`src/rtl/ctm_defs.vh`:
```
// constants for the transceiver mode control block
`ifndef CTM_DEFS_VH
`define CTM_DEFS_VH
`define CTM_MODE_W 4
`define CTM_MODE_NORMAL 4'h1
`define CTM_MODE_RXONLY 4'h2
`define CTM_MODE_STANDBY 4'h4
`define CTM_MODE_PWRDN 4'h8
`define CTM_BIAS_W 2
`define CTM_BIAS_FLOAT 2'h0
`define CTM_BIAS_GND 2'h1
`define CTM_BIAS_HALF 2'h2
`define CTM_CLK_MHZ 125
`define CTM_TXTO_US 4000
`define CTM_TXTO_CYC (`CTM_TXTO_US * `CTM_CLK_MHZ)
`define CTM_FILT_NS 1000
`define CTM_FILT_CYC ((`CTM_FILT_NS * `CTM_CLK_MHZ + 999) / 1000)
`define CTM_WAKE_US 1000
`define CTM_WAKE_CYC (`CTM_WAKE_US * `CTM_CLK_MHZ)
`define CTM_FIFO_W 1
`define CTM_FIFO_D 16
`endif

```
`src/rtl/ctm_sync.v`:
```
// two-flop synchroniser for one level
`timescale 1ns/1ps
module ctm_sync #(
   parameter RST_VAL = 1'b0
) (
   // clock and reset
   input wire clk_sys,
   input wire rst_n,
   // level
   input wire d,
   output reg q
);
   reg meta_q;
   always @(posedge clk_sys or negedge rst_n) begin
      if (!rst_n) begin
         meta_q <= RST_VAL;
         q <= RST_VAL;
      end else begin
         meta_q <= d;
         q <= meta_q;
      end
   end
endmodule // ctm_sync

```
`src/rtl/ctm_fifo.v`:
```
// small synchronous fifo with valid/ready on both sides
`timescale 1ns/1ps
module ctm_fifo #(
   parameter WIDTH = 1,
   parameter DEPTH = 16,
   parameter AW = 4
) (
   // clock and reset
   input wire clk_sys,
   input wire rst_n,
   // fill side
   input wire in_valid,
   output wire in_ready,
   input wire [WIDTH-1:0] in_data,
   // drain side
   output wire out_valid,
   input wire out_ready,
   output wire [WIDTH-1:0] out_data,
   // flush
   input wire clear
);
   reg [WIDTH-1:0] mem [0:DEPTH-1];
   reg [AW-1:0] wr_q;
   reg [AW-1:0] rd_q;
   reg [AW:0] cnt_q;
   wire push;
   wire pop;
   assign in_ready = (cnt_q != DEPTH[AW:0]);
   assign out_valid = (cnt_q != {(AW+1){1'b0}});
   assign out_data = mem[rd_q];
   assign push = in_valid & in_ready;
   assign pop = out_valid & out_ready;
   always @(posedge clk_sys) begin
      if (push) begin
         mem[wr_q] <= in_data;
      end
   end
   always @(posedge clk_sys or negedge rst_n) begin
      if (!rst_n) begin
         wr_q <= {AW{1'b0}};
         rd_q <= {AW{1'b0}};
         cnt_q <= {(AW+1){1'b0}};
      end else if (clear) begin
         wr_q <= {AW{1'b0}};
         rd_q <= {AW{1'b0}};
         cnt_q <= {(AW+1){1'b0}};
      end else begin
         if (push) begin
            wr_q <= (wr_q == DEPTH[AW-1:0] - 1'b1) ? {AW{1'b0}} : wr_q + 1'b1;
         end
         if (pop) begin
            rd_q <= (rd_q == DEPTH[AW-1:0] - 1'b1) ? {AW{1'b0}} : rd_q + 1'b1;
         end
         if (push & ~pop) begin
            cnt_q <= cnt_q + 1'b1;
         end else if (pop & ~push) begin
            cnt_q <= cnt_q - 1'b1;
         end
      end
   end
endmodule // ctm_fifo

```
`src/rtl/ctm_top.v`:
```
// transceiver mode control: mode sequencing, transmit gating, wake detection
`timescale 1ns/1ps
`include "ctm_defs.vh"
module ctm_top #(
   parameter TXTO_CYC = `CTM_TXTO_CYC,
   parameter FILT_CYC = `CTM_FILT_CYC,
   parameter WAKE_CYC = `CTM_WAKE_CYC,
   parameter CNT_W = 20,
   parameter FIFO_W = `CTM_FIFO_W,
   parameter FIFO_D = `CTM_FIFO_D
) (
   // clock and reset
   input wire clk_sys,
   input wire rst_n,
   // controller side
   input wire tx_data,
   input wire mode_select,
   output reg rx_data,
   // supply and temperature flags, high when faulty
   input wire io_uv,
   input wire transmitter_supply_uv,
   input wire overtemp,
   // bus side: dominant when high
   input wire bus_dominant,
   output reg bus_drive_dom,
   output reg bus_drive_oe,
   output reg [`CTM_BIAS_W-1:0] bus_bias,
   output reg bus_term_on,
   // receiver enables and status
   output reg normal_rx_on,
   output reg lowpwr_rx_on,
   output reg [`CTM_MODE_W-1:0] mode,
   output reg txto_flag,
   output reg wake_flag,
   // receive sample stream for logging
   output reg log_valid,
   input wire log_ready,
   output reg log_data
);
   localparam [`CTM_MODE_W-1:0] S_NORMAL = `CTM_MODE_NORMAL;
   localparam [`CTM_MODE_W-1:0] S_RXONLY = `CTM_MODE_RXONLY;
   localparam [`CTM_MODE_W-1:0] S_STANDBY = `CTM_MODE_STANDBY;
   localparam [`CTM_MODE_W-1:0] S_PWRDN = `CTM_MODE_PWRDN;
   // wake detector phases, one-hot
   localparam [3:0] W_IDLE = 4'h1;
   localparam [3:0] W_DOM1 = 4'h2;
   localparam [3:0] W_REC = 4'h4;
   localparam [3:0] W_DOM2 = 4'h8;

   wire txd_s;
   wire sel_s;
   wire iouv_s;
   wire vuv_s;
   wire ot_s;
   wire bus_s;

   ctm_sync #(.RST_VAL(1'b1)) u_s_txd (.clk_sys(clk_sys), .rst_n(rst_n), .d(tx_data), .q(txd_s));
   ctm_sync #(.RST_VAL(1'b1)) u_s_sel (.clk_sys(clk_sys), .rst_n(rst_n), .d(mode_select), .q(sel_s));
   ctm_sync #(.RST_VAL(1'b1)) u_s_iouv (.clk_sys(clk_sys), .rst_n(rst_n), .d(io_uv), .q(iouv_s));
   ctm_sync #(.RST_VAL(1'b1)) u_s_vuv (.clk_sys(clk_sys), .rst_n(rst_n), .d(transmitter_supply_uv), .q(vuv_s));
   ctm_sync #(.RST_VAL(1'b0)) u_s_ot (.clk_sys(clk_sys), .rst_n(rst_n), .d(overtemp), .q(ot_s));
   ctm_sync #(.RST_VAL(1'b0)) u_s_bus (.clk_sys(clk_sys), .rst_n(rst_n), .d(bus_dominant), .q(bus_s));

   reg [`CTM_MODE_W-1:0] st_q;
   reg [`CTM_MODE_W-1:0] st_d;
   reg txd_prev_q;
   reg [CNT_W-1:0] to_cnt_q;
   reg to_q;
   reg [3:0] w_q;
   reg [CNT_W-1:0] ph_cnt_q;
   reg [CNT_W-1:0] win_cnt_q;
   reg wake_q;
   reg filt_bus_q;
   reg [CNT_W-1:0] filt_cnt_q;
   reg tx_en;
   wire in_normal;
   wire in_standby;
   wire f_valid;
   wire f_ready;
   wire f_out;

   assign in_normal = (st_q == S_NORMAL);
   assign in_standby = (st_q == S_STANDBY);

   // mode sequencer
   always @* begin
      st_d = st_q;
      if (iouv_s) begin
         st_d = S_PWRDN;
      end else begin
         // only select and supply flag steer here
         case (st_q)
            S_PWRDN: begin
               if (sel_s) begin
                  st_d = S_STANDBY;
               end else if (vuv_s) begin
                  st_d = S_RXONLY;
               end else begin
                  st_d = S_NORMAL;
               end
            end
            S_NORMAL: begin
               if (sel_s) begin
                  st_d = S_STANDBY;
               end else if (vuv_s) begin
                  st_d = S_RXONLY;
               end
            end
            S_RXONLY: begin
               if (sel_s) begin
                  st_d = S_STANDBY;
               end else if (!vuv_s) begin
                  st_d = S_NORMAL;
               end
            end
            S_STANDBY: begin
               // supply ignored while select is high; low select with no supply goes to receive-only
               if (!sel_s) begin
                  st_d = vuv_s ? S_RXONLY : S_NORMAL;
               end
            end
            default: st_d = S_PWRDN;
         endcase
      end
   end

   always @(posedge clk_sys or negedge rst_n) begin
      if (!rst_n) begin
         st_q <= S_PWRDN;
      end else begin
         st_q <= st_d;
      end
   end

   // transmit time-out monitor, release on rising edge
   always @(posedge clk_sys or negedge rst_n) begin
      if (!rst_n) begin
         txd_prev_q <= 1'b1;
         to_cnt_q <= {CNT_W{1'b0}};
         to_q <= 1'b0;
      end else begin
         txd_prev_q <= txd_s;
         if (!in_normal) begin
            to_cnt_q <= {CNT_W{1'b0}};
            to_q <= 1'b0;
         end else if (txd_s) begin
            to_cnt_q <= {CNT_W{1'b0}};
            if (!txd_prev_q) begin
               to_q <= 1'b0;
            end
         end else if (to_cnt_q >= TXTO_CYC[CNT_W-1:0] - 1'b1) begin
            to_q <= 1'b1;
         end else begin
            to_cnt_q <= to_cnt_q + 1'b1;
         end
      end
   end

   // overtemperature gating, transmitter only in normal
   always @* begin
      tx_en = in_normal & ~to_q & ~ot_s & ~iouv_s;
   end

   // receiver-side filter: bus level accepted after the filter time
   always @(posedge clk_sys or negedge rst_n) begin
      if (!rst_n) begin
         filt_bus_q <= 1'b0;
         filt_cnt_q <= {CNT_W{1'b0}};
      end else if (bus_s == filt_bus_q) begin
         filt_cnt_q <= {CNT_W{1'b0}};
      end else if (filt_cnt_q >= FILT_CYC[CNT_W-1:0] - 1'b1) begin
         filt_bus_q <= bus_s;
         filt_cnt_q <= {CNT_W{1'b0}};
      end else begin
         filt_cnt_q <= filt_cnt_q + 1'b1;
      end
   end

   always @(posedge clk_sys or negedge rst_n) begin
      if (!rst_n) begin
         w_q <= W_IDLE;
         ph_cnt_q <= {CNT_W{1'b0}};
         win_cnt_q <= {CNT_W{1'b0}};
         wake_q <= 1'b0;
      end else if (!in_standby) begin
         w_q <= W_IDLE;
         ph_cnt_q <= {CNT_W{1'b0}};
         win_cnt_q <= {CNT_W{1'b0}};
         // wake flag drops on leaving stand-by and stays low in every other mode
         wake_q <= 1'b0;
      end else begin
         if (w_q != W_IDLE) begin
            win_cnt_q <= win_cnt_q + 1'b1;
         end
         case (w_q)
            W_IDLE: begin
               win_cnt_q <= {CNT_W{1'b0}};
               ph_cnt_q <= {CNT_W{1'b0}};
               if (bus_s) begin
                  w_q <= W_DOM1;
               end
            end
            W_DOM1, W_REC, W_DOM2: begin
               if (win_cnt_q >= WAKE_CYC[CNT_W-1:0] - 1'b1) begin
                  w_q <= W_IDLE;
               end else if (bus_s == (w_q != W_REC)) begin
                  if (ph_cnt_q >= FILT_CYC[CNT_W-1:0] - 1'b1) begin
                     if (w_q == W_DOM2) begin
                        wake_q <= 1'b1;
                        w_q <= W_IDLE;
                     end
                  end else begin
                     ph_cnt_q <= ph_cnt_q + 1'b1;
                  end
               end else if (ph_cnt_q >= FILT_CYC[CNT_W-1:0] - 1'b1) begin
                  ph_cnt_q <= {CNT_W{1'b0}};
                  w_q <= (w_q == W_DOM1) ? W_REC : W_DOM2;
               end else if (w_q == W_DOM1) begin
                  w_q <= W_IDLE;
               end else begin
                  ph_cnt_q <= {CNT_W{1'b0}};
               end
            end
            default: w_q <= W_IDLE;
         endcase
      end
   end

   // registered outputs
   always @(posedge clk_sys or negedge rst_n) begin
      if (!rst_n) begin
         rx_data <= 1'b1;
         bus_drive_dom <= 1'b0;
         bus_drive_oe <= 1'b0;
         bus_bias <= `CTM_BIAS_FLOAT;
         bus_term_on <= 1'b0;
         normal_rx_on <= 1'b0;
         lowpwr_rx_on <= 1'b0;
         mode <= S_PWRDN;
         txto_flag <= 1'b0;
         wake_flag <= 1'b0;
      end else begin
         mode <= st_q;
         txto_flag <= to_q;
         wake_flag <= wake_q;
         // low transmit data drives dominant, blocked otherwise
         bus_drive_oe <= tx_en;
         bus_drive_dom <= tx_en & ~txd_s;
         bus_term_on <= ~iouv_s & (st_q != S_PWRDN);
         normal_rx_on <= (st_q == S_NORMAL) | (st_q == S_RXONLY);
         lowpwr_rx_on <= in_standby;
         case (st_q)
            S_NORMAL: bus_bias <= `CTM_BIAS_HALF;
            S_RXONLY: bus_bias <= `CTM_BIAS_GND;
            S_STANDBY: bus_bias <= `CTM_BIAS_GND;
            default: bus_bias <= `CTM_BIAS_FLOAT;
         endcase
         if ((st_q == S_NORMAL) | (st_q == S_RXONLY)) begin
            rx_data <= ~bus_s;
         // follow filtered bus after wake, high before
         end else if (in_standby & wake_q) begin
            rx_data <= ~filt_bus_q;
         end else begin
            rx_data <= 1'b1;
         end
      end
   end

   // receive samples buffered for an optional logger; full fifo drops samples
   ctm_fifo #(.WIDTH(FIFO_W), .DEPTH(FIFO_D), .AW(4)) u_fifo (
      .clk_sys(clk_sys),
      .rst_n(rst_n),
      .in_valid(normal_rx_on),
      .in_ready(f_ready),
      .in_data(rx_data),
      .out_valid(f_valid),
      .out_ready(~log_valid),
      .out_data(f_out),
      .clear(st_q == S_PWRDN)
   );

   always @(posedge clk_sys or negedge rst_n) begin
      if (!rst_n) begin
         log_valid <= 1'b0;
         log_data <= 1'b0;
      end else if (log_valid) begin
         if (log_ready) begin
            log_valid <= 1'b0;
         end
      end else if (f_valid) begin
         log_valid <= 1'b1;
         log_data <= f_out;
      end
   end
endmodule // ctm_top

```
`config.mk`:
```
export PLATFORM = sky130hd
export DESIGN_NAME = ctm_top
export DESIGN_NICKNAME = d
export VERILOG_FILES = /design/src/rtl/ctm_sync.v /design/src/rtl/ctm_fifo.v /design/src/rtl/ctm_top.v
export VERILOG_INCLUDE_DIRS = /design/src /design/src/rtl
export SDC_FILE = /design/constraint.sdc
export NUM_CORES = 1
export LEC_CHECK = 0
export BUFFER_PORTS_ARGS = -buffer_cell sky130_fd_sc_hd__buf_2
export CELL_PAD_IN_SITES_DETAIL_PLACEMENT = 1
export CELL_PAD_IN_SITES_GLOBAL_PLACEMENT = 1
export CORE_MARGIN = 5
export CORE_UTILIZATION = 40
export DETAILED_ROUTE_END_ITERATION = 7
export MAX_ROUTING_LAYER = met4
export PLACE_DENSITY = 0.72
export SYNTH_ARGS = -nofsm -noshare
export SYNTH_HDL_FRONTEND = slang
export SYNTH_SLANG_ARGS = --single-unit
```
`constraint.sdc`:
```
create_clock -name clk_sys -period 5.5 [get_ports clk_sys]
set_clock_uncertainty 0.05 [all_clocks]
set_input_delay 1.1 -clock clk_sys [delete_from_list [all_inputs] [get_ports clk_sys]]
set_output_delay 1.1 -clock clk_sys [all_outputs]
set_load 0.005 [all_outputs]
```
==> flow_metrics.py, run 1 <==
metrics = {
    "floorplanning": {
        "initial_core_util": 0.410,
        "die_height_um": 138,
        "core.rowCount": 46,
        "floorplan.core_area_um2": 16000,
        "die_x_um": 138,
        "die_area_um2": 19000,
        "ios": 25,
    },
    "power": {
        "leakage_nw": 3.10,
        "power_report.internal_total_mw": 2.09,
        "power_per_cell_area_nw_per_um2": 370,
        "combinationalPowerShare": 0.129,
        "post-layout-total-power_mw": 2.80,
        "worst_ir_drop_vdd_mv": 0.294,
        "power.sequential.fraction": 0.444,
        "p_clk_frac": 0.427,
        "power.share.switching": 0.251,
        "power.net_switching_mw": 0.703,
    },
    "sta": {
        "final_critical_path_setup_slack_ns": 2.25,
        "timing_worst_slew_pin_value_ns": 0.980,
        "layout_min_cycle_time_ns": 3.25,
        "final_max_slew_viol_count": 0,
        "fin_setup_tns_ns": 0,
        "max_freq_mhz": 307,
        "rsz_0062_raised_after_global_routing": "false",
        "setup-violations-final": 0,
        "fin_crit_sh": 0.592,
        "slew-limit-headroom": 0.347,
        "finalHoldViolations": 0,
    },
    "yosys": {
        "synth_sequential_area_ratio": 0.584,
        "synth_commonest_cells": "dfrtp_1 (120), nor2_1 (92), nand2_1 (34), xnor2_1 (26)",
        "ys_async_sr_fraction": 0.893,
        "syn-cell-area_um2": 6550,
        "netlist_instances": 590,
        "yosys.area.top_type": "dfrtp_1",
        "yosys_warnings": 0,
        "ys_top_cells_by_area": "dfrtp_1 (46%), edfxtp_1 (7.3%), nor2_1 (5.3%)",
        "synth.distinct_cells": 63,
        "synth-edff-count": 16,
        "synth_largest_type_area_fraction": 0.458,
        "post_synth.cell_area_avg_um2": 11.1,
        "yosys_register_bits": 149,
        "synthMostInstantiatedCell": "dfrtp_1",
        "synthFlopType": "dfrtp_1",
    },
    "routing": {
        "drc_errors": 0,
        "antenna_violating_nets_post_route": 0,
        "vias": 4447,
        "route.detailed.vias_per_inst": 5.18,
        "first_iter_violations": 188,
        "drt_pre_antenna_iters": 4,
        "post_drt_wl_per_cell_um": 16.3,
        "finalWirelength_mm": 14.0,
    },
    "finish": {
        "post-route-cell-area_um2": 7550,
        "nFillCells": 1766,
        "utilization": 0.472,
        "insertedDiodeCount": 0,
        "area_growth_syn_to_layout_pct": 15.2,
        "design.final.nets": 654,
        "ff_latch_area_um2": 3820,
        "multi_input_area_um2": 2620,
        "layout-drive-gt1-share": 0.139,
    },
    "hold_path": {
        "timing.hold.worst.class": "reg -> reg",
    },
    "place": {
        "place_congestion": 0.803,
        "number_of_port_buffers": 24,
        "placedInstanceArea_um2": 6940,
        "hpwlAfterDp_mm": 9.40,
        "dp_slack_ns": 2.29,
    },
    "critical_path": {
        "setup.worst_path.end_class": "register",
        "critical_path.top_delay_family": "simple AND/OR/NAND/NOR gates",
        "cpMaxStageDelayCell": "or4_1",
        "critical_path.n_buffers_inverters": 2,
        "critical_path_arrival_ns": 3.55,
        "critPathRequiredTime_ns": 5.80,
        "worstPathCellList": "or4_1, nor2_1, nor2_1, inv_1, ha_1, inv_1, fa_1, a21o_1, a21oi_1, xnor2_1, or3_1, a21oi_1",
        "crit_path_start_kind": "register",
        "critPathMaxFanout": 6,
        "crit_path_max_incr_delay_ns": 0.57,
        "critPathKind": "reg -> reg",
    },
    "global_route": {
        "antenna_found_initial": 0,
        "grt_pass1_vias": 4865,
        "grt_first_pass_wirelength_mm": 24.0,
        "globalRouteTotalUtil": 0.158,
        "largest_net_degree_at_the_start_of_global_routing": 86,
        "grt.overflow.total": 0,
    },
    "run_status": {
        "run_status": "finished clean",
    },
    "clock_network": {
        "cts_num_sinks": 149,
        "htree_num_levels": 4,
        "cts_made_buffers": 17,
        "post_cts_buffers": 0,
        "cts_tree": "built",
        "post_cts.resized_instances": 0,
        "cts-hold-fix-buffers": 0,
        "max-clock-path-buffers": 2,
        "cts.reportedPaths.clkPinSlew_ns": 0.06,
        "clock_tree_root_buffer_cell": "clkbuf_16",
        "insertion_delay_of_the_later_clocked_pin_in_the_worst_skew_pair_ns": 0.42,
    },
    "flow_run": {
        "timing.max_cap.violations": 0,
    },
}
## routing by layer
layer | routed length [µm] | track usage | vias to the layer above
met5 | 0 | - | -
met1 | 6190 | 0.186 | 2248
li1 | - | - | 2132
met2 | 7190 | 0.263 | 43
met4 | 247 | 0.0588 | 0
met3 | 352 | 0.0400 | 24
## final timing paths
kind	startpoint	end	slack, ns	cells after the start
max	u_fifo.cnt_q[0]	u_fifo.cnt_q[4]	2.25	12
min reg2reg	u_s_ot.meta_q	u_s_ot.q	0.30	0
min	u_s_ot.meta_q	u_s_ot.q	0.30	0
max reg2reg	u_fifo.cnt_q[0]	u_fifo.cnt_q[4]	2.25	12
max in group asynchronous	rst_n	normal_rx_on	3.60	2
min in group asynchronous	rst_n	u_fifo.rd_q[3]	0.66	1
## cell type report
cell class,count,area share
inverters,20,0.00994
well taps,216,0.0358
multi-input cells,414,0.347
repair buffers,27,0.0197
clock buffers,24,0.0651
clock inverters,8,0.0161
flip-flops and latches,149,0.507
## cells in the final DEF (no fill, tap or decap), types with 10 or more instances in the layout
master / netlist / final
a21oi_1: 22 / 22
and3_1: 10 / 10
buf_2: 1 / 23
clkbuf_16: 0 / 17
conb_1: 1 / 13
dfrtp_1: 120 / 120
dfstp_2: 13 / 13
edfxtp_1: 16 / 16
ha_1: 15 / 15
inv_1: 19 / 19
nand2_1: 34 / 34
nand3_1: 21 / 21
nand4_1: 13 / 13
nor2_1: 92 / 92
nor2b_1: 18 / 18
nor3_1: 17 / 17
nor4_1: 15 / 15
o21ai_0: 16 / 16
xnor2_1: 26 / 26
xor2_1: 22 / 22
## power groups by stage
stage               logic [mW]  clock network [mW]  registers (mW)
finish                   0.362                1.19            1.24
global route             0.411                1.28            1.25
CTS                      0.367                1.22            1.24
detailed placement       0.358                   0            1.26
global placement         0.337                   0            1.25
floorplan                0.261                   0            1.23
## through the flow
| step | hold WS, ns | std cells |
|---|---|---|
| final | 0.298 | 858 |
| after global placement | 0.283 | 826 |
| after floorplan | 0.281 | 602 |
| after detailed placement | 0.287 | 826 |
| after global routing | 0.309 | 858 |
| after CTS | 0.301 | 858 |
## logic make-up (layout without fill, tap and decap cells)
kind of cell             after synthesis  count (layout)  synth area share
buffers and inverters                 39              79            0.0254
XOR/XNOR                              48              48            0.0641
multiplexers                          10              10            0.0252
flip-flops                           149             149             0.584
other                                  1              13          0.000572
AND/OR/NAND/NOR                      256             256             0.201
adder cells (fa/ha/maj)               16              16            0.0317
AO/OA/AOI/OAI                         71              71            0.0685
## registers in the layout, summed over array words and instances (netlist names), 2 cells and up
| signal | count |
|---|---|
| ph_cnt_q | 20 |
| u_fifo.rd_q | 4 |
| st_q | 4 |
| u_fifo.mem | 16 |
| w_q | 4 |
| mode | 4 |
| u_fifo.cnt_q | 5 |
| filt_cnt_q | 20 |
| bus_bias | 2 |
| win_cnt_q | 20 |
| to_cnt_q | 20 |
| u_fifo.wr_q | 4 |
Power figures use the tool's default switching activity.
==> run 2: changes to the inputs <==
Settings changed: ABC_AREA set to 1, PLACE_DENSITY 0.72 to 0.78.
Clock period 5.5 ns to 2.9 ns, I/O delays scaled along.
==> run 2 against run 1 <==
Net effect: flip-flop and latch count did not move; hold slack got worse by 0.24 ns; largest cell class unchanged; utilization fell by 0.66 points; fmax rose by 29%; cell area rose by 11%; clock power rose by 79%; synthesized cell count rose by 50%; worst setup slack got worse by 1.9 ns; via count rose by 33%; critical endpoint unchanged; global-route usage rose by 2.0 points.
==> flow_metrics.py, run 2 <==
metrics = {
    "clock_network": {
        "max-clock-path-buffers": 2,
        "clock_tree_root_buffer_cell": "clkbuf_16",
        "cts_made_buffers": 17,
        "insertion_delay_of_the_later_clocked_pin_in_the_worst_skew_pair_ns": 0.43,
        "htree_num_levels": 4,
        "cts_tree": "built",
        "cts.reportedPaths.clkPinSlew_ns": 0.07,
        "post_cts.resized_instances": 0,
        "cts_num_sinks": 149,
        "cts-hold-fix-buffers": 0,
        "post_cts_buffers": 0,
    },
    "finish": {
        "post-route-cell-area_um2": 8420,
        "layout_commonest_cell": "nand2_1",
        "utilization": 0.465,
        "layout-drive-gt1-share": 0.116,
        "multi_input_area_um2": 3120,
        "highest_count_cells_in_the_layout_ignoring_fill_and_taps": "nand2_1 (185), nor2_1 (132), dfrtp_1 (120)",
        "area_growth_syn_to_layout_pct": 13.8,
        "post_layout_nonfiller_instances": 1176,
        "insertedDiodeCount": 0,
        "nFillCells": 2174,
        "ff_latch_area_um2": 3820,
        "design.final.nets": 959,
    },
    "power": {
        "post-layout-total-power_mw": 5.04,
        "power_per_cell_area_nw_per_um2": 599,
        "power_report.internal_total_mw": 3.68,
        "p_clk_frac": 0.423,
        "worst_ir_drop_vdd_mv": 0.345,
        "combinationalPowerShare": 0.117,
        "power.share.switching": 0.270,
        "power.net_switching_mw": 1.36,
        "leakage_nw": 3.73,
        "power.sequential.fraction": 0.460,
    },
    "sta": {
        "fin_crit_sh": 0.869,
        "rsz_0062_raised_after_global_routing": "false",
        "max_freq_mhz": 397,
        "finalHoldViolations": 0,
        "final_critical_path_setup_slack_ns": 0.381,
        "final_max_slew_viol_count": 0,
        "timing_worst_slew_pin_value_ns": 0.615,
        "slew-limit-headroom": 0.590,
        "setup-violations-final": 0,
        "fin_setup_tns_ns": 0,
        "hold_slack_ns": 0.0623,
        "layout_min_cycle_time_ns": 2.52,
    },
    "flow_run": {
        "timing.max_cap.violations": 0,
    },
    "routing": {
        "route.detailed.vias_per_inst": 5.03,
        "antenna_violating_nets_post_route": 0,
        "finalWirelength_mm": 17.4,
        "top_layer_used_by_detailed_routing": "met4",
        "met3WireLength_um": 442,
        "post_drt_wl_per_cell_um": 14.8,
        "drt_pre_antenna_iters": 4,
        "m1WireLength_mm": 8.02,
        "vias": 5913,
        "sum_of_met2_wire_segment_lengths_after_detailed_routing_mm": 8.61,
        "first_iter_violations": 207,
        "drc_errors": 0,
    },
    "yosys": {
        "synth_sequential_area_ratio": 0.517,
        "syn-cell-area_um2": 7400,
        "synthMostInstantiatedCell": "nand2_1",
        "ys_async_sr_fraction": 0.893,
        "synth_largest_type_area_fraction": 0.406,
        "yosys.area.top_type": "dfrtp_1",
        "yosys_register_bits": 149,
        "netlist_instances": 886,
        "synthFlopType": "dfrtp_1",
        "synth-edff-count": 16,
        "post_synth.cell_area_avg_um2": 8.35,
        "synth_commonest_cells": "nand2_1 (185), nor2_1 (132), dfrtp_1 (120), inv_1 (108), nand3_1 (74)",
        "ys_top_cells_by_area": "dfrtp_1 (41%), nand2_1 (9.4%), nor2_1 (6.7%)",
        "synth.distinct_cells": 48,
        "yosys_warnings": 0,
    },
    "place": {
        "number_of_port_buffers": 24,
        "place_congestion": 0.855,
        "placed_cells": 1144,
        "hpwlAfterDp_mm": 12.3,
        "placedInstanceArea_um2": 7840,
        "dp_slack_ns": 0.144,
    },
    "critical_path": {
        "crit_path_max_incr_delay_ns": 0.45,
        "critPathRequiredTime_ns": 3.17,
        "critPathKind": "reg -> reg",
        "r2r_cells": 11,
        "critPathMaxFanout": 7,
        "crit_path_start_kind": "register",
        "cpMaxStageDelayCell": "dfrtp_1",
        "worstPathCellList": "nor4_2, nand2_1, nand2_1, ha_1, inv_1, fa_1, nand2_1, nand2_1, a21oi_1, xor2_1, o22ai_1",
        "setup.worst_path.end_class": "register",
        "reg2reg_slack_ns": 0.38,
        "worst_path_most_repeated_cell": "nand2_1",
        "critical_path_arrival_ns": 2.79,
    },
    "floorplanning": {
        "die_x_um": 146,
        "floorplan.core_area_um2": 18100,
        "die_area_um2": 21300,
        "initial_core_util": 0.409,
        "core.rowCount": 49,
        "ios": 25,
        "die_height_um": 146,
    },
    "global_route": {
        "antenna_found_initial": 0,
        "grt_first_pass_wirelength_mm": 30.4,
        "grt.overflow.total": 0,
        "largest_net_degree_at_the_start_of_global_routing": 64,
        "grt_pass1_vias": 6334,
        "globalRouteTotalUtil": 0.178,
    },
    "run_status": {
        "run_status": "finished clean",
    },
    "hold_path": {
        "timing.hold.worst.class": "in -> async",
    },
}
run 2: cell types whose count changed in the layout (fill, tap and decap cells not counted), moves of 11 or more:
| cell | before | now |
|---|---|---|
| nor2b_1 | 18 | 0 |
| nor2_2 | 0 | 15 |
| nand3_1 | 21 | 74 |
| inv_1 | 19 | 108 |
| nor4_1 | 15 | 4 |
| nor3_1 | 17 | 35 |
| nor2_1 | 92 | 132 |
| xnor2_1 | 26 | 5 |
| o21ai_0 | 16 | 42 |
| nand2_1 | 34 | 185 |
run 2: cell type report:
cell class                      count  share of cell area
Clock inverter                     14              0.0162
Timing Repair Buffer               30              0.0233
Multi-Input combinational cell    624               0.371
Tap cell                          229              0.0340
Sequential cell                   149               0.455
Clock buffer                       18              0.0510
Inverter                          112              0.0503
run 2: worst paths after layout:
kind,from,to
worst max-delay path,u_fifo.cnt_q[0],u_fifo.cnt_q[4]
worst max register to register,u_fifo.cnt_q[0],u_fifo.cnt_q[4]
max in group asynchronous,rst_n,u_s_txd.q
worst min-delay path,rst_n,u_fifo.rd_q[3]
min in group clk_sys,io_uv,u_s_iouv.meta_q
worst min register to register,u_s_ot.meta_q,u_s_ot.q
run 2: worst max-delay path: cells and delay by family (launching register included):
kind                       cells  cell delay (ns)
adders and majority gates      2             0.64
xor gates and xnor gates       1             0.17
and+or+nand+nor                5             0.74
DFF                            1             0.45
AOI/OAI and AO/OA              2             0.26
buffers and inverters          1             0.11
run 2: layer usage:
| layer | vias up | global-route usage |
|---|---|---|
| met5 | - | - |
| met4 | 0 | 0.0550 |
| met3 | 18 | 0.0386 |
| met2 | 47 | 0.296 |
| met1 | 2892 | 0.219 |
| li1 | 2956 | - |
run 2: power groups by stage:
| stage | logic [mW] | clock network, mW | registers [mW] |
|---|---|---|---|
| after floorplan | 0.400 | 0 | 2.32 |
| after global placement | 0.573 | 0 | 2.35 |
| after detailed placement | 0.596 | 0 | 2.35 |
| after CTS | 0.600 | 2.20 | 2.32 |
| after global routing | 0.684 | 2.28 | 2.34 |
| final | 0.587 | 2.13 | 2.32 |
run 2: logic make-up (layout without fill, tap and decap cells):
family | Yosys count | after routing | synth area share
buffers and inverters | 125 | 174 | 0.0680
other | 1 | 13 | 0.000507
and+or+nand+nor | 493 | 493 | 0.301
adders and majority gates | 16 | 16 | 0.0281
xor gates and xnor gates | 18 | 18 | 0.0213
DFF | 149 | 149 | 0.517
AOI/OAI and AO/OA | 84 | 84 | 0.0636
==> run 3: changes to the inputs <==
Settings changed: ABC_AREA 1 to not set, CORE_UTILIZATION 40 to 45, PLACE_DENSITY 0.78 to 0.82.
==> run 3 against run 2 <==
Net effect: clock-buffer cell count down 1; global-route usage rose by 1.2 points; first-iteration DRC count is 8.7% lower; via count shrank 22%; register-to-register slack worse by 0.31 ns; clock power rose by 6%; flip-flop and latch count is the same; combinational power grew 43%.
==> flow_metrics.py, run 3 (synthesis results as in run 1) <==
metrics = {
    "critical_path": {
        "critPathMaxFanout": 4,
        "crit_path_max_incr_delay_ns": 0.51,
        "critPathKind": "reg -> reg",
        "critPathRequiredTime_ns": 3.21,
        "setup.worst_path.end_class": "register",
        "critical_path_arrival_ns": 3.14,
        "cpMaxStageDelayCell": "or4_4",
        "worstPathCellList": "or4_4, nor2_2, nor2_1, inv_1, ha_4, inv_2, fa_2, a21o_1, a21oi_2, xnor2_1, or3_1, a21oi_1",
        "crit_path_start_kind": "register",
        "critical_path.top_delay_family": "simple AND/OR/NAND/NOR gates",
        "critical_path.n_buffers_inverters": 2,
    },
    "finish": {
        "layout_commonest_cell": "dfrtp_1",
        "area_growth_syn_to_layout_pct": 16.5,
        "post-route-cell-area_um2": 7640,
        "highest_count_cells_in_the_layout_ignoring_fill_and_taps": "dfrtp_1 (120), nor2_1 (91), nand2_1 (34)",
        "layout-drive-gt1-share": 0.170,
        "design.final.nets": 666,
        "insertedDiodeCount": 0,
        "post_layout_nonfiller_instances": 838,
        "nFillCells": 1548,
        "utilization": 0.529,
    },
    "power": {
        "worst_ir_drop_vdd_mv": 0.394,
        "power_per_cell_area_nw_per_um2": 713,
        "leakage_nw": 3.14,
    },
    "global_route": {
        "grt_first_pass_wirelength_mm": 24.5,
        "met2_track_utilization_from_global_routing": 0.319,
        "grt_util_met1": 0.216,
        "globalRouteMet3Util": 0.0484,
        "grt.overflow.total": 0,
        "grt_pass1_vias": 4994,
        "largest_net_degree_at_the_start_of_global_routing": 75,
        "globalRouteTotalUtil": 0.191,
        "antenna_found_initial": 0,
        "globalRoute.busiestLayer": "met2",
    },
    "clock_network": {
        "cts_made_buffers": 17,
        "insertion_delay_of_the_later_clocked_pin_in_the_worst_skew_pair_ns": 0.43,
        "cts_tree": "built",
        "cts-hold-fix-buffers": 0,
        "htree_num_levels": 4,
        "cts.reportedPaths.clkPinSlew_ns": 0.07,
        "clock_tree_root_buffer_cell": "clkbuf_16",
        "cts_num_sinks": 149,
        "max-clock-path-buffers": 2,
    },
    "hold_path": {
        "timing.hold.worst.class": "in -> async",
    },
    "place": {
        "place_congestion": 0.771,
        "hpwlAfterDp_mm": 9.75,
        "number_of_port_buffers": 24,
        "placed_cells": 804,
        "placedInstanceArea_um2": 6980,
    },
    "floorplanning": {
        "ios": 25,
        "die_area_um2": 17100,
        "initial_core_util": 0.454,
        "die_x_um": 131,
        "floorplan.core_area_um2": 14400,
        "die_height_um": 131,
        "core.rowCount": 44,
    },
    "routing": {
        "drt_pre_antenna_iters": 4,
        "finalWirelength_mm": 14.4,
        "post_drt_wl_per_cell_um": 17.2,
        "antenna_violating_nets_post_route": 0,
        "drc_errors": 0,
        "vias": 4618,
        "first_iter_violations": 189,
        "route.detailed.vias_per_inst": 5.51,
    },
    "sta": {
        "timing_worst_slew_pin_value_ns": 0.804,
        "finalHoldViolations": 0,
        "setup-violations-final": 0,
        "hold_slack_ns": 0.0552,
        "layout_min_cycle_time_ns": 2.83,
        "max_freq_mhz": 353,
        "final_max_slew_viol_count": 0,
        "slew-limit-headroom": 0.459,
        "fin_crit_sh": 0.977,
    },
    "run_status": {
        "run_status": "finished clean",
    },
    "flow_run": {
        "timing.max_cap.violations": 0,
    },
}
## run 3: cell types whose count changed in the layout (fill, tap and decap cells not counted), moves of 11 or more
| cell | delta |
|---|---|
| xnor2_1 | +21 |
| nand3_1 | -53 |
| inv_1 | -90 |
| nor2_1 | -41 |
| nor2_2 | -14 |
| nand2_1 | -151 |
| o21ai_0 | -26 |
| nor4_1 | +11 |
| buf_4 | +11 |
| nor3_1 | -18 |
| nor2b_1 | +18 |
## run 3: routing by layer
metal,vias up,wire (µm)
met1,2357,5970
met2,69,7680
met5,-,0
met4,0,335
li1,2160,-
met3,32,440
## run 3: power by group
part	internal, mW	total (mW)	leakage, nW	switching, mW
Clock	1.36	2.25	0.283	0.899
Sequential	2.23	2.35	1.87	0.123
Combinational	0.390	0.839	0.993	0.449
Total	3.97	5.45	3.14	1.47
## run 3: worst register-to-register path: cells and delay by family, from the launching register on
| kind | cells | cell delay (ns) |
|---|---|---|
| AO/OA/AOI/OAI | 3 | 0.46 |
| XOR/XNOR | 1 | 0.08 |
| adder cells (fa/ha/maj) | 2 | 0.54 |
| buffers and inverters | 2 | 0.21 |
| flip-flops | 1 | 0.44 |
| AND/OR/NAND/NOR | 4 | 1.00 |
## run 3: repair_timing
action                     CTS  global route
buffers inserted             0             2
gates cloned                 0             0
resized for setup            3             5
setup endpoints to repair    1             2
pin swaps                    0             2
## run 3: layout make-up
type,instances,area [µm²],area share
sequential,149,3820,0.501
multi-input combinational,414,2660,0.348
clock buffer,17,425,0.0557
timing repair buffer,39,248,0.0324
tap,184,230,0.0301
clock inverter,15,176,0.0231
inverter,20,75.1,0.00983
## run 3: final timing paths
kind / startpoint / to / cells after the start / slack, ns
max reg2reg: u_fifo.cnt_q[2] / u_fifo.cnt_q[4] / 12 / 0.07
max: u_fifo.cnt_q[2] / u_fifo.cnt_q[4] / 12 / 0.07
max in group asynchronous: rst_n / u_s_iouv.q / 2 / 1.95
min reg2reg: u_s_bus.meta_q / u_s_bus.q / 0 / 0.30
min in group clk_sys: mode_select / u_s_sel.meta_q / 1 / 0.20
min: rst_n / wake_flag / 1 / 0.06
## run 3: metrics by stage
step                      worst slack [ns]  total power, mW  TNS [ns]
final                               0.0659             5.45         0
after global routing               -0.0538             5.70   -0.0700
after CTS                          0.00909             5.42         0
after detailed placement           -0.0426             3.12   -0.0426
after global placement              0.0589             3.04         0
after floorplan                     0.0106             2.83         0
